**src/shared/pwu_pkg.sv**
```systemverilog
// Package for the pin wake-up interrupt unit: register map, fields, resets
package pwu_pkg;

  // Register word offsets (byte addresses on the Avalon bus)
  localparam logic [3:0] OFS_STATUS_CTRL = 4'h0;
  localparam logic [3:0] OFS_PIN_ENABLE  = 4'h4;
  localparam logic [3:0] OFS_POLARITY    = 4'h8;
  localparam logic [3:0] OFS_POWER_MODE  = 4'hC;

  // Status/control field positions
  localparam int BIT_MODE   = 0;
  localparam int BIT_IRQ_EN = 1;
  localparam int BIT_ACK    = 2;
  localparam int BIT_FLAG   = 3;

  // Power mode field positions
  localparam int BIT_WAIT    = 0;
  localparam int BIT_SHALLOW = 1;
  localparam int BIT_DEEP    = 2;

  // Reset values
  localparam logic [7:0]  RST_PIN_ENABLE = 8'h00;
  localparam logic [7:0]  RST_POLARITY   = 8'h00;
  localparam logic        RST_MODE       = 1'b0;
  localparam logic        RST_IRQ_EN     = 1'b0;
  localparam logic [2:0]  RST_POWER_MODE = 3'h0;
  localparam logic [31:0] UNMAPPED_READ  = 32'h0000_0000;

  // Bus handshake states
  typedef enum logic [1:0] {
    BUS_IDLE = 2'b01,
    BUS_DONE = 2'b10
  } pwu_bus_t;

endpackage : pwu_pkg

```
**src/verilog/pwu_top.sv**
```systemverilog
// Pin wake-up interrupt unit with Avalon-MM register slave
// What this block does
// - Each pin enable bit independently lets its pin set the flag.
// - Mode bit: 0 edge only (levels still latch in shallow stop), 1 edge plus level, for all pins.
// - Polarity bit 0 falling/low, 1 rising/high per pin.
// - Interrupt enable bit 1 gates the request to the CPU.
// - Flag bit 3 reads detected events; writes leave it unchanged.
// - Writing 1 to acknowledge bit 2 clears flag; reads back 0.
// - Status/control bits 7 to 4 always read zero.
// - Falling edge: enabled input high one cycle, low the next.
// - Rising edge: enabled input low one cycle, high the next.
// - Edge mode: valid edge sets flag; request follows interrupt enable.
// - Edge mode: acknowledge clears the flag unless an event sets it in the same cycle.
// - Unit keeps running in wait; enabled event with irq wakes core.
// - Shallow stop: raw levels registered on the clock, unsynchronised, and wake the core.
// - Deeper stop disables unit; afterwards all registers at reset.
// - Debug halt leaves detection, flagging and requests unchanged.
// - Level mode: asserted level held on enabled pin sets flag.
// - Level mode: acknowledge leaves flag set if an enabled pin is still asserted.
// - With resistor on and pin enabled, polarity 0 selects pull-up, 1 pull-down.
`timescale 1ns/1ps

module pwu_top (
  input  wire logic        SYS_CLK,
  input  wire logic        RST,
  input  wire logic [3:0]  AVS_ADDRESS,
  input  wire logic        AVS_READ,
  input  wire logic        AVS_WRITE,
  input  wire logic [31:0] AVS_WRITEDATA,
  input  wire logic [3:0]  AVS_BYTEENABLE,
  output logic      [31:0] AVS_READDATA,
  output logic             AVS_WAITREQUEST,
  input  wire logic [7:0]  WAKE_INPUT_N,
  input  wire logic [7:0]  PULL_ENABLE,
  input  wire logic        DEBUG_HALT,
  output logic             WAKE_IRQ,
  output logic             CORE_WAKE,
  output logic      [7:0]  PULL_UP_EN,
  output logic      [7:0]  PULL_DOWN_EN
);

  typedef struct packed {
    logic [7:0]        sync1;
    logic [7:0]        sync2;
    logic [7:0]        prev;
    logic              prev_ok;
    logic [7:0]        pin_enable;
    logic [7:0]        polarity;
    logic              mode;
    logic              irq_en;
    logic              flag;
    logic [2:0]        power;
    logic              deep_seen;
    pwu_pkg::pwu_bus_t bus;
    logic [31:0]       rdata;
    logic              irq;
    logic              wake;
    logic [7:0]        pu;
    logic [7:0]        pd;
  } pwu_state_t;

  pwu_state_t s_q;
  pwu_state_t s_d;

  logic [7:0] asserted;
  logic [7:0] edge_hit;
  logic       event_now;
  logic       wr_hit;
  logic       rd_hit;
  logic       deep_now;
  logic       ack_wr;
  logic       async_hit;

  ////////////////////////////////////////////////////////////////////////////
  // Shallow stop: a raw asserted level is registered on SYS_CLK, bypassing
  // the synchronisers. Cleared by acknowledge or by leaving shallow stop.
  logic async_q;

  assign async_hit = s_q.power[pwu_pkg::BIT_SHALLOW] &
                     (|(s_q.pin_enable & (WAKE_INPUT_N ^ ~s_q.polarity)));

  always_ff @(posedge SYS_CLK or posedge RST) begin
    if (RST) begin
      async_q <= 1'b0;
    end else if (async_hit) begin
      async_q <= 1'b1;
    end else if (ack_wr || !s_q.power[pwu_pkg::BIT_SHALLOW]) begin
      async_q <= 1'b0;
    end
  end

  ////////////////////////////////////////////////////////////////////////////
  always_comb begin
    s_d = s_q;

    s_d.sync1 = WAKE_INPUT_N;
    s_d.sync2 = s_q.sync1;
    s_d.prev  = s_q.sync2;
    s_d.prev_ok = 1'b1;

    asserted = s_q.sync2 ^ ~s_q.polarity;
    // Idle then asserted on consecutive samples
    edge_hit = asserted & ~(s_q.prev ^ ~s_q.polarity) & {8{s_q.prev_ok}};

    event_now = |(s_q.pin_enable & (edge_hit | (s_q.mode ? asserted : 8'h00)));

    wr_hit = AVS_WRITE && (s_q.bus == pwu_pkg::BUS_IDLE);
    rd_hit = AVS_READ && (s_q.bus == pwu_pkg::BUS_IDLE);
    ack_wr = wr_hit && AVS_BYTEENABLE[0] && (AVS_ADDRESS == pwu_pkg::OFS_STATUS_CTRL)
             && AVS_WRITEDATA[pwu_pkg::BIT_ACK];

    if (ack_wr) begin
      s_d.flag = 1'b0;
    end
    // Events set the flag regardless of debug halt
    if (event_now || async_q) begin
      s_d.flag = 1'b1;
    end

    // Avalon slave: one wait cycle, answer on the second
    s_d.bus   = pwu_pkg::BUS_IDLE;
    s_d.rdata = pwu_pkg::UNMAPPED_READ;
    if (wr_hit && AVS_BYTEENABLE[0]) begin
      s_d.bus = pwu_pkg::BUS_DONE;
      case (AVS_ADDRESS)
        pwu_pkg::OFS_STATUS_CTRL: begin
          s_d.mode   = AVS_WRITEDATA[pwu_pkg::BIT_MODE];
          s_d.irq_en = AVS_WRITEDATA[pwu_pkg::BIT_IRQ_EN];
        end
        pwu_pkg::OFS_PIN_ENABLE: s_d.pin_enable = AVS_WRITEDATA[7:0];
        pwu_pkg::OFS_POLARITY:   s_d.polarity   = AVS_WRITEDATA[7:0];
        pwu_pkg::OFS_POWER_MODE: s_d.power      = AVS_WRITEDATA[2:0];
        default: ;
      endcase
    end else if (wr_hit) begin
      s_d.bus = pwu_pkg::BUS_DONE;
    end else if (rd_hit) begin
      s_d.bus = pwu_pkg::BUS_DONE;
      case (AVS_ADDRESS)
        // Ack and upper bits read zero
        pwu_pkg::OFS_STATUS_CTRL:
          s_d.rdata = {28'h000_0000, s_q.flag, 1'b0, s_q.irq_en, s_q.mode};
        pwu_pkg::OFS_PIN_ENABLE: s_d.rdata = {24'h00_0000, s_q.pin_enable};
        pwu_pkg::OFS_POLARITY:   s_d.rdata = {24'h00_0000, s_q.polarity};
        pwu_pkg::OFS_POWER_MODE: s_d.rdata = {29'h0000_0000, s_q.power};
        default:                 s_d.rdata = pwu_pkg::UNMAPPED_READ;
      endcase
    end

    // Deep stop holds unit idle with registers at reset; leaving it resets power mode
    deep_now = s_q.power[pwu_pkg::BIT_DEEP];
    s_d.deep_seen = deep_now;
    if (deep_now) begin
      s_d.flag       = 1'b0;
      s_d.pin_enable = pwu_pkg::RST_PIN_ENABLE;
      s_d.polarity   = pwu_pkg::RST_POLARITY;
      s_d.mode       = pwu_pkg::RST_MODE;
      s_d.irq_en     = pwu_pkg::RST_IRQ_EN;
      s_d.prev_ok    = 1'b0;
      if (!(wr_hit && AVS_ADDRESS == pwu_pkg::OFS_POWER_MODE)) begin
        s_d.power = s_q.power;
      end
    end else if (s_q.deep_seen) begin
      s_d.power = pwu_pkg::RST_POWER_MODE;
    end

    s_d.irq  = s_d.flag & s_d.irq_en;
    // Wake from wait or shallow stop
    s_d.wake = s_d.irq & (s_d.power[pwu_pkg::BIT_WAIT] | s_d.power[pwu_pkg::BIT_SHALLOW]);

    s_d.pu = PULL_ENABLE & s_d.pin_enable & ~s_d.polarity;
    s_d.pd = PULL_ENABLE & s_d.pin_enable & s_d.polarity;
  end

  always_ff @(posedge SYS_CLK or posedge RST) begin
    if (RST) begin
      s_q <= '{
        sync1: 8'h00, sync2: 8'h00, prev: 8'h00, prev_ok: 1'b0,
        pin_enable: pwu_pkg::RST_PIN_ENABLE, polarity: pwu_pkg::RST_POLARITY,
        mode: pwu_pkg::RST_MODE, irq_en: pwu_pkg::RST_IRQ_EN, flag: 1'b0,
        power: pwu_pkg::RST_POWER_MODE, deep_seen: 1'b0, bus: pwu_pkg::BUS_IDLE,
        rdata: pwu_pkg::UNMAPPED_READ, irq: 1'b0, wake: 1'b0, pu: 8'h00, pd: 8'h00
      };
    end else begin
      s_q <= s_d;
    end
  end

  // Waitrequest low only in the answer cycle
  assign AVS_WAITREQUEST = (s_q.bus != pwu_pkg::BUS_DONE);
  assign AVS_READDATA    = s_q.rdata;
  assign WAKE_IRQ        = s_q.irq;
  assign CORE_WAKE       = s_q.wake;
  assign PULL_UP_EN      = s_q.pu;
  assign PULL_DOWN_EN    = s_q.pd;

endmodule : pwu_top

```
**config.mk**
```make
export PLATFORM = sky130hd
export DESIGN_NAME = pwu_top
export DESIGN_NICKNAME = d
export VERILOG_FILES = /design/src/shared/pwu_pkg.sv /design/src/verilog/pwu_top.sv
export SDC_FILE = /design/constraint.sdc
export NUM_CORES = 1
export LEC_CHECK = 0
export ABC_AREA = 1
export BUFFER_PORTS_ARGS = -buffer_cell sky130_fd_sc_hd__buf_4
export CAP_MARGIN = 20
export CORE_MARGIN = 5
export CORE_UTILIZATION = 50
export CTS_BUF_LIST = sky130_fd_sc_hd__clkbuf_8
export DETAILED_ROUTE_END_ITERATION = 8
export PLACE_DENSITY = 0.89
export RECOVER_POWER = 100
export SYNTH_ARGS = -nofsm -noshare
export SYNTH_HDL_FRONTEND = slang
export SYNTH_SLANG_ARGS = --single-unit
export TNS_END_PERCENT = 50
```
**constraint.sdc**
```tcl
create_clock -name SYS_CLK -period 5 [get_ports SYS_CLK]
set_clock_uncertainty 0.15 [all_clocks]
set_input_delay 0.75 -clock SYS_CLK [delete_from_list [all_inputs] [get_ports SYS_CLK]]
set_output_delay 0.75 -clock SYS_CLK [all_outputs]
set_load 0.05 [all_outputs]
```
Word-level counts from Yosys, hierarchy flattened. Cells that the tools add are included.

$mul: 0. Bitwise gates (word level): 18. Reduce and logical (&&, ||, !) cells: 16. $add $sub $neg: 0. Shift-type cells: 0. Equality and inequality tests: 5. Divide/modulo/power cells: 0. Magnitude comparators: 0. Mux-type cells: 21.

Operator list (count): two-way mux 32 bit (2); AND 8 bit (7); two-way mux 34 bit (1); case mux 8 bit (4 select lines) (1); two-way mux 8 bit (3); inverter 8 bit (3); bitwise XOR 8 bit (3); two-way mux 20 bit (1); two-way mux 18 bit (1); OR reduction 8 bit (2); two-way mux 3 bit (5); == test 4 bit (second input constant) (2); bitwise OR 8 bit (1); logical AND 1 bit (6); two-way mux 2 bit (3); nonzero test 2 bit (3); == test 4 x 3 -> 1 bit (second input constant) (1); zero test 4 bit (1); two-way mux 1 bit (4); AND 1 bit (3); == test 2 x 1 -> 1 bit (second input constant) (1); logical OR 1 bit (2); != test 2 bit (second input constant) (1); AND reduction 2 bit (1); 2 further kinds (2).

Bits in registers: 101. Bits in latches: 0. Output and inout port bits: 51. Logic and storage cells: 78. Bits of input ports: 61. Memories: 0. Memory bits (read-only): 0. Memory bits (writable): 0.

Depth between registers and ports, before layout.
Word-level depth: 13. Depth in mapped cells: 10. Gate-level depth less buffers: 10.

Worst setup path after synthesis. No wires, ideal clock.

Kind: input to register. From: input port AVS_ADDRESS[1]. To: register s_q, in the netlist PULL_DOWN_EN[2]. Setup time: 80 ps. Path slack: 3155 ps. Path buffers: 0. Stages on the path: 7. Arrival: 1615 ps. Data required time: 4770 ps. Cell sequence: nor2_4 -> nand3_2 -> nor2_8 -> inv_6 -> a21oi_2 -> nand2_2 -> nor3_2.

RTL lines: start, declared (RTL line pwu_top.sv:26) `input wire logic [3:0] AVS_ADDRESS,`; end signal, assigned (RTL line pwu_top.sv:177) `s_q <= '{`; end, declared (RTL line pwu_top.sv:62) `pwu_state_t s_q;`.

==> run_results.csv <==
group,metric,value,unit
run_status,status,"complete, no violations",
floorplan,die_h,97.05,um
min_path,whs_path_depth,0,
detailed_routing,wire_per_inst,13.77,um
power_and_ir_drop,combPwrFrac,16.5,%
yosys,synth_area_leaders,"dfrtp_1 (50%), nand2_1 (12%), buf_4 (9.5%), inv_1 (6.8%), nor2_1 (4.3%)",
yosys,ys_types,30,
placement,dp_hpwl,5978,um
worst_setup_path,setup.worst_path.class,"input pin to flop",
yosys,synth_seq_area_share,50.89,%
worst_setup_path,r2r_slack,2.54,ns
placement,port_buffers,59,
worst_setup_path,crit_required,5.12,ns
yosys,ys_seq_elements,77,
power_and_ir_drop,irDropWorstVdd,182.7,uV
detailed_routing,dr.pass1.iters,5,
grt,first_global_vias,2958,
cells_and_area,regArea,0.001928,mm^2
worst_setup_path,worst_setup_path_start_kind,"input pin",
grt,overflow,0,
worst_setup_path,end_kind,"flop",
cts,post-cts-setup-buffers,0,
cts,clkTransAtPathRegs,0.08,ns
power_and_ir_drop,power.clock.fraction,33.5,%
cts,clock_sinks,77,
yosys,syn_area,0.003789,mm^2
sta,setup_viol,0,
worst_setup_path,reg2reg_to,"PULL_DOWN_EN[4]",
detailed_routing,ant_nets,0,
power_and_ir_drop,p_int,0.9470,mW
cts,cts_buffers,9,
grt,grt_usage,17.69,%
detailed_routing,routed-via-count,2841,
cells_and_area,diodes,0,
floorplan,io_pins,112,
placement,pre_cts_slack,2.737,ns
power_and_ir_drop,p_sw_share,30.61,%
cells_and_area,nets,549,
sta,min_period,2.787,ns
detailed_routing,drt_iter0_markers,172,
placement,place_congestion,0.8956,
sta,layout_setup_ws,2.213,ns
cts,cts_hold_buf,0,
worst_setup_path,timing.rr.start,"s_q[50]",
cts,cts_root_buffer,"clkbuf_8",
min_path,hold_end,"s_d[80]",
cts,htree_levels,3,
sta,finalHoldViolCount,0,
cts,insertion_delay,0.35,ns
sta,maxSlewViolCount,0,
cts,cts_tree,"built",
power_and_ir_drop,power_density,340.5,mW/mm^2
sta,worst_slew_pin_slew,1.221,ns
yosys,ys_warn_count,0,
cells_and_area,n_fill_cell,674,
sta,rsz0062_at_grt,"false",
detailed_routing,routed_wl,8150,um
detailed_routing,drc,0,
worst_setup_path,worstRegToRegCells,6,
cells_and_area,drive_above_1_share,10.34,%
floorplan,chipWidth,97.05,um
floorplan,die_area,0.009418,mm^2
cts,ctsResizeCount,0,
run,cap_violations,0,
yosys,synthCells,446,
cells_and_area,multi_input_area,0.001176,mm^2
floorplan,initial_utilization,51.68,%
power_and_ir_drop,power.leakage,2.069,nW
cts,cts_buffer_depth,2,
min_path,worstHoldPathType,"flop to flop",
cells_and_area,area_growth,5.779,%
worst_setup_path,cp_max_fo,9,
min_path,holdCritStartpoint,"s_d[88]",
sta,fin_tns_setup,0,ns
cells_and_area,final_util,54.67,%
power_and_ir_drop,switching_power,0.4178,mW
sta,fin_crit_sh,55.74,%
sta,max_slew_margin,18.49,%
yosys,yosysTopAreaCellShare,50.20,%
sta,fmax,358.8,MHz
yosys,synth_area_per_cell,8.495,um^2
yosys,synth_top_area_cell,"dfrtp_1",
worst_setup_path,cp.arrival,2.91,ns
power_and_ir_drop,power,1.365,mW
floorplan,core,0.007331,mm^2
grt,antenna_found_initial,0,
floorplan,rows,31,
grt,grt_max_degree,44,
grt,grt_pass1_wl,13460,um
power_and_ir_drop,seq_power_share,50.0,%
detailed_routing,avgViaCountPerCell,4.799,
-- registers in the layout, summed over array words and instances, names as in the netlist --
name and cells:
async_q 1, s_q 33, WAKE_IRQ 1, CORE_WAKE 1
deep_now 1, PULL_DOWN_EN 8, s_d 16, AVS_READDATA 8
PULL_UP_EN 8
-- cell usage after synthesis --
| master | number |
|---|---|
| a21oi_1 | 13 |
| buf_2 | 2 |
| buf_4 | 48 |
| nand2_1 | 122 |
| o21ai_0 | 10 |
| nand3_2 | 2 |
| inv_6 | 1 |
| nand4_4 | 1 |
| nor3_1 | 2 |
| nand4_1 | 1 |
| nand2_2 | 3 |
| nor2_2 | 2 |
| nand3_1 | 19 |
| or2_2 | 1 |
| xor2_1 | 1 |
| a211oi_1 | 1 |
| buf_6 | 1 |
| nor3_2 | 8 |
| inv_1 | 69 |
| a21oi_4 | 2 |
| nor2_8 | 1 |
| dfrtp_1 | 76 |
| a21oi_2 | 6 |
| nor2_4 | 3 |
| o22ai_1 | 4 |
| xnor2_1 | 1 |
| clkbuf_8 | 1 |
| nor2_1 | 43 |
| conb_1 | 1 |
| dfstp_2 | 1 |
-- how the worst max path moves through the flow --
| stage | startpoint | end | cells after the start |
|---|---|---|---|
| after floorplan | RST | AVS_READDATA[0] | 1 |
| after global placement | AVS_ADDRESS[1] | PULL_DOWN_EN[4] | 8 |
| after detailed placement | AVS_ADDRESS[1] | PULL_UP_EN[2] | 7 |
| after CTS | s_q[51] | AVS_WAITREQUEST | 3 |
| after global routing | AVS_ADDRESS[1] | PULL_DOWN_EN[3] | 8 |
| final | AVS_ADDRESS[1] | PULL_DOWN_EN[4] | 8 |
-- stage by stage --
stage	hold slack [ns]	area (um^2)	cells
floorplan	0.1812	3875	469
global placement	0.1825	4054	576
detailed placement	0.1855	4054	576
CTS	0.2028	4247	592
global route	0.2122	4008	592
finish	0.2022	4008	592
-- critical path, stage by stage --
cell and delay (ns):
clkbuf_4 0.11, nor2_1 0.27, nand3_1 0.27, nor2_1 0.87, inv_6 0.14, a21oi_1 0.30
nand2_2 0.08, nor3_1 0.14
-- placed cells by master, fill, tap and decap left out, types with 3 or more instances in the layout --
cell / n
clkbuf_8: 10
a21oi_1: 20
o21ai_0: 10
nand3_1: 21
clkbuf_1: 35
dfrtp_1: 76
nor2_1: 47
conb_1: 24
inv_1: 71
nand2_1: 122
nand2_2: 3
o22ai_1: 4
buf_4: 23
nor3_1: 7
nor3_2: 3
-- logic make-up (layout without fill, tap and decap cells) --
family	count (synthesis)	in the layout	share of synthesized area (%)
buffers and inverters	122	146	17.50
XOR/XNOR	2	2	0.4624
flip-flops	77	77	50.89
AO/OA/AOI/OAI	36	36	6.143
AND/OR/NAND/NOR	208	208	24.90
other	1	24	0.09898
-- power by group through the flow --
stage / Combinational (mW) / Sequential, mW / Clock, mW
2_1_floorplan: 0.212 / 0.682 / 0
3_3_place_gp: 0.232 / 0.692 / 0
3_5_place_dp: 0.243 / 0.694 / 0
4_1_cts: 0.244 / 0.682 / 0.466
5_1_grt: 0.247 / 0.685 / 0.495
6_report: 0.225 / 0.683 / 0.458
-- cell type report --
cell class                 count  area share, %
multi-input combinational    270          29.35
clock inverter                 6          1.374
clock buffer                  10          3.434
inverter                      70          6.681
timing repair buffer          60          7.961
tap                           99          3.091
sequential                    77          48.11
-- layer usage --
layer,global-route usage [%],share of wire [%]
met1,21.53,42
met2,28.87,48
met3,4.532,7.2
met4,9.179,3.0
met5,0,0
No activity file was read; power rests on OpenSTA's default activity.
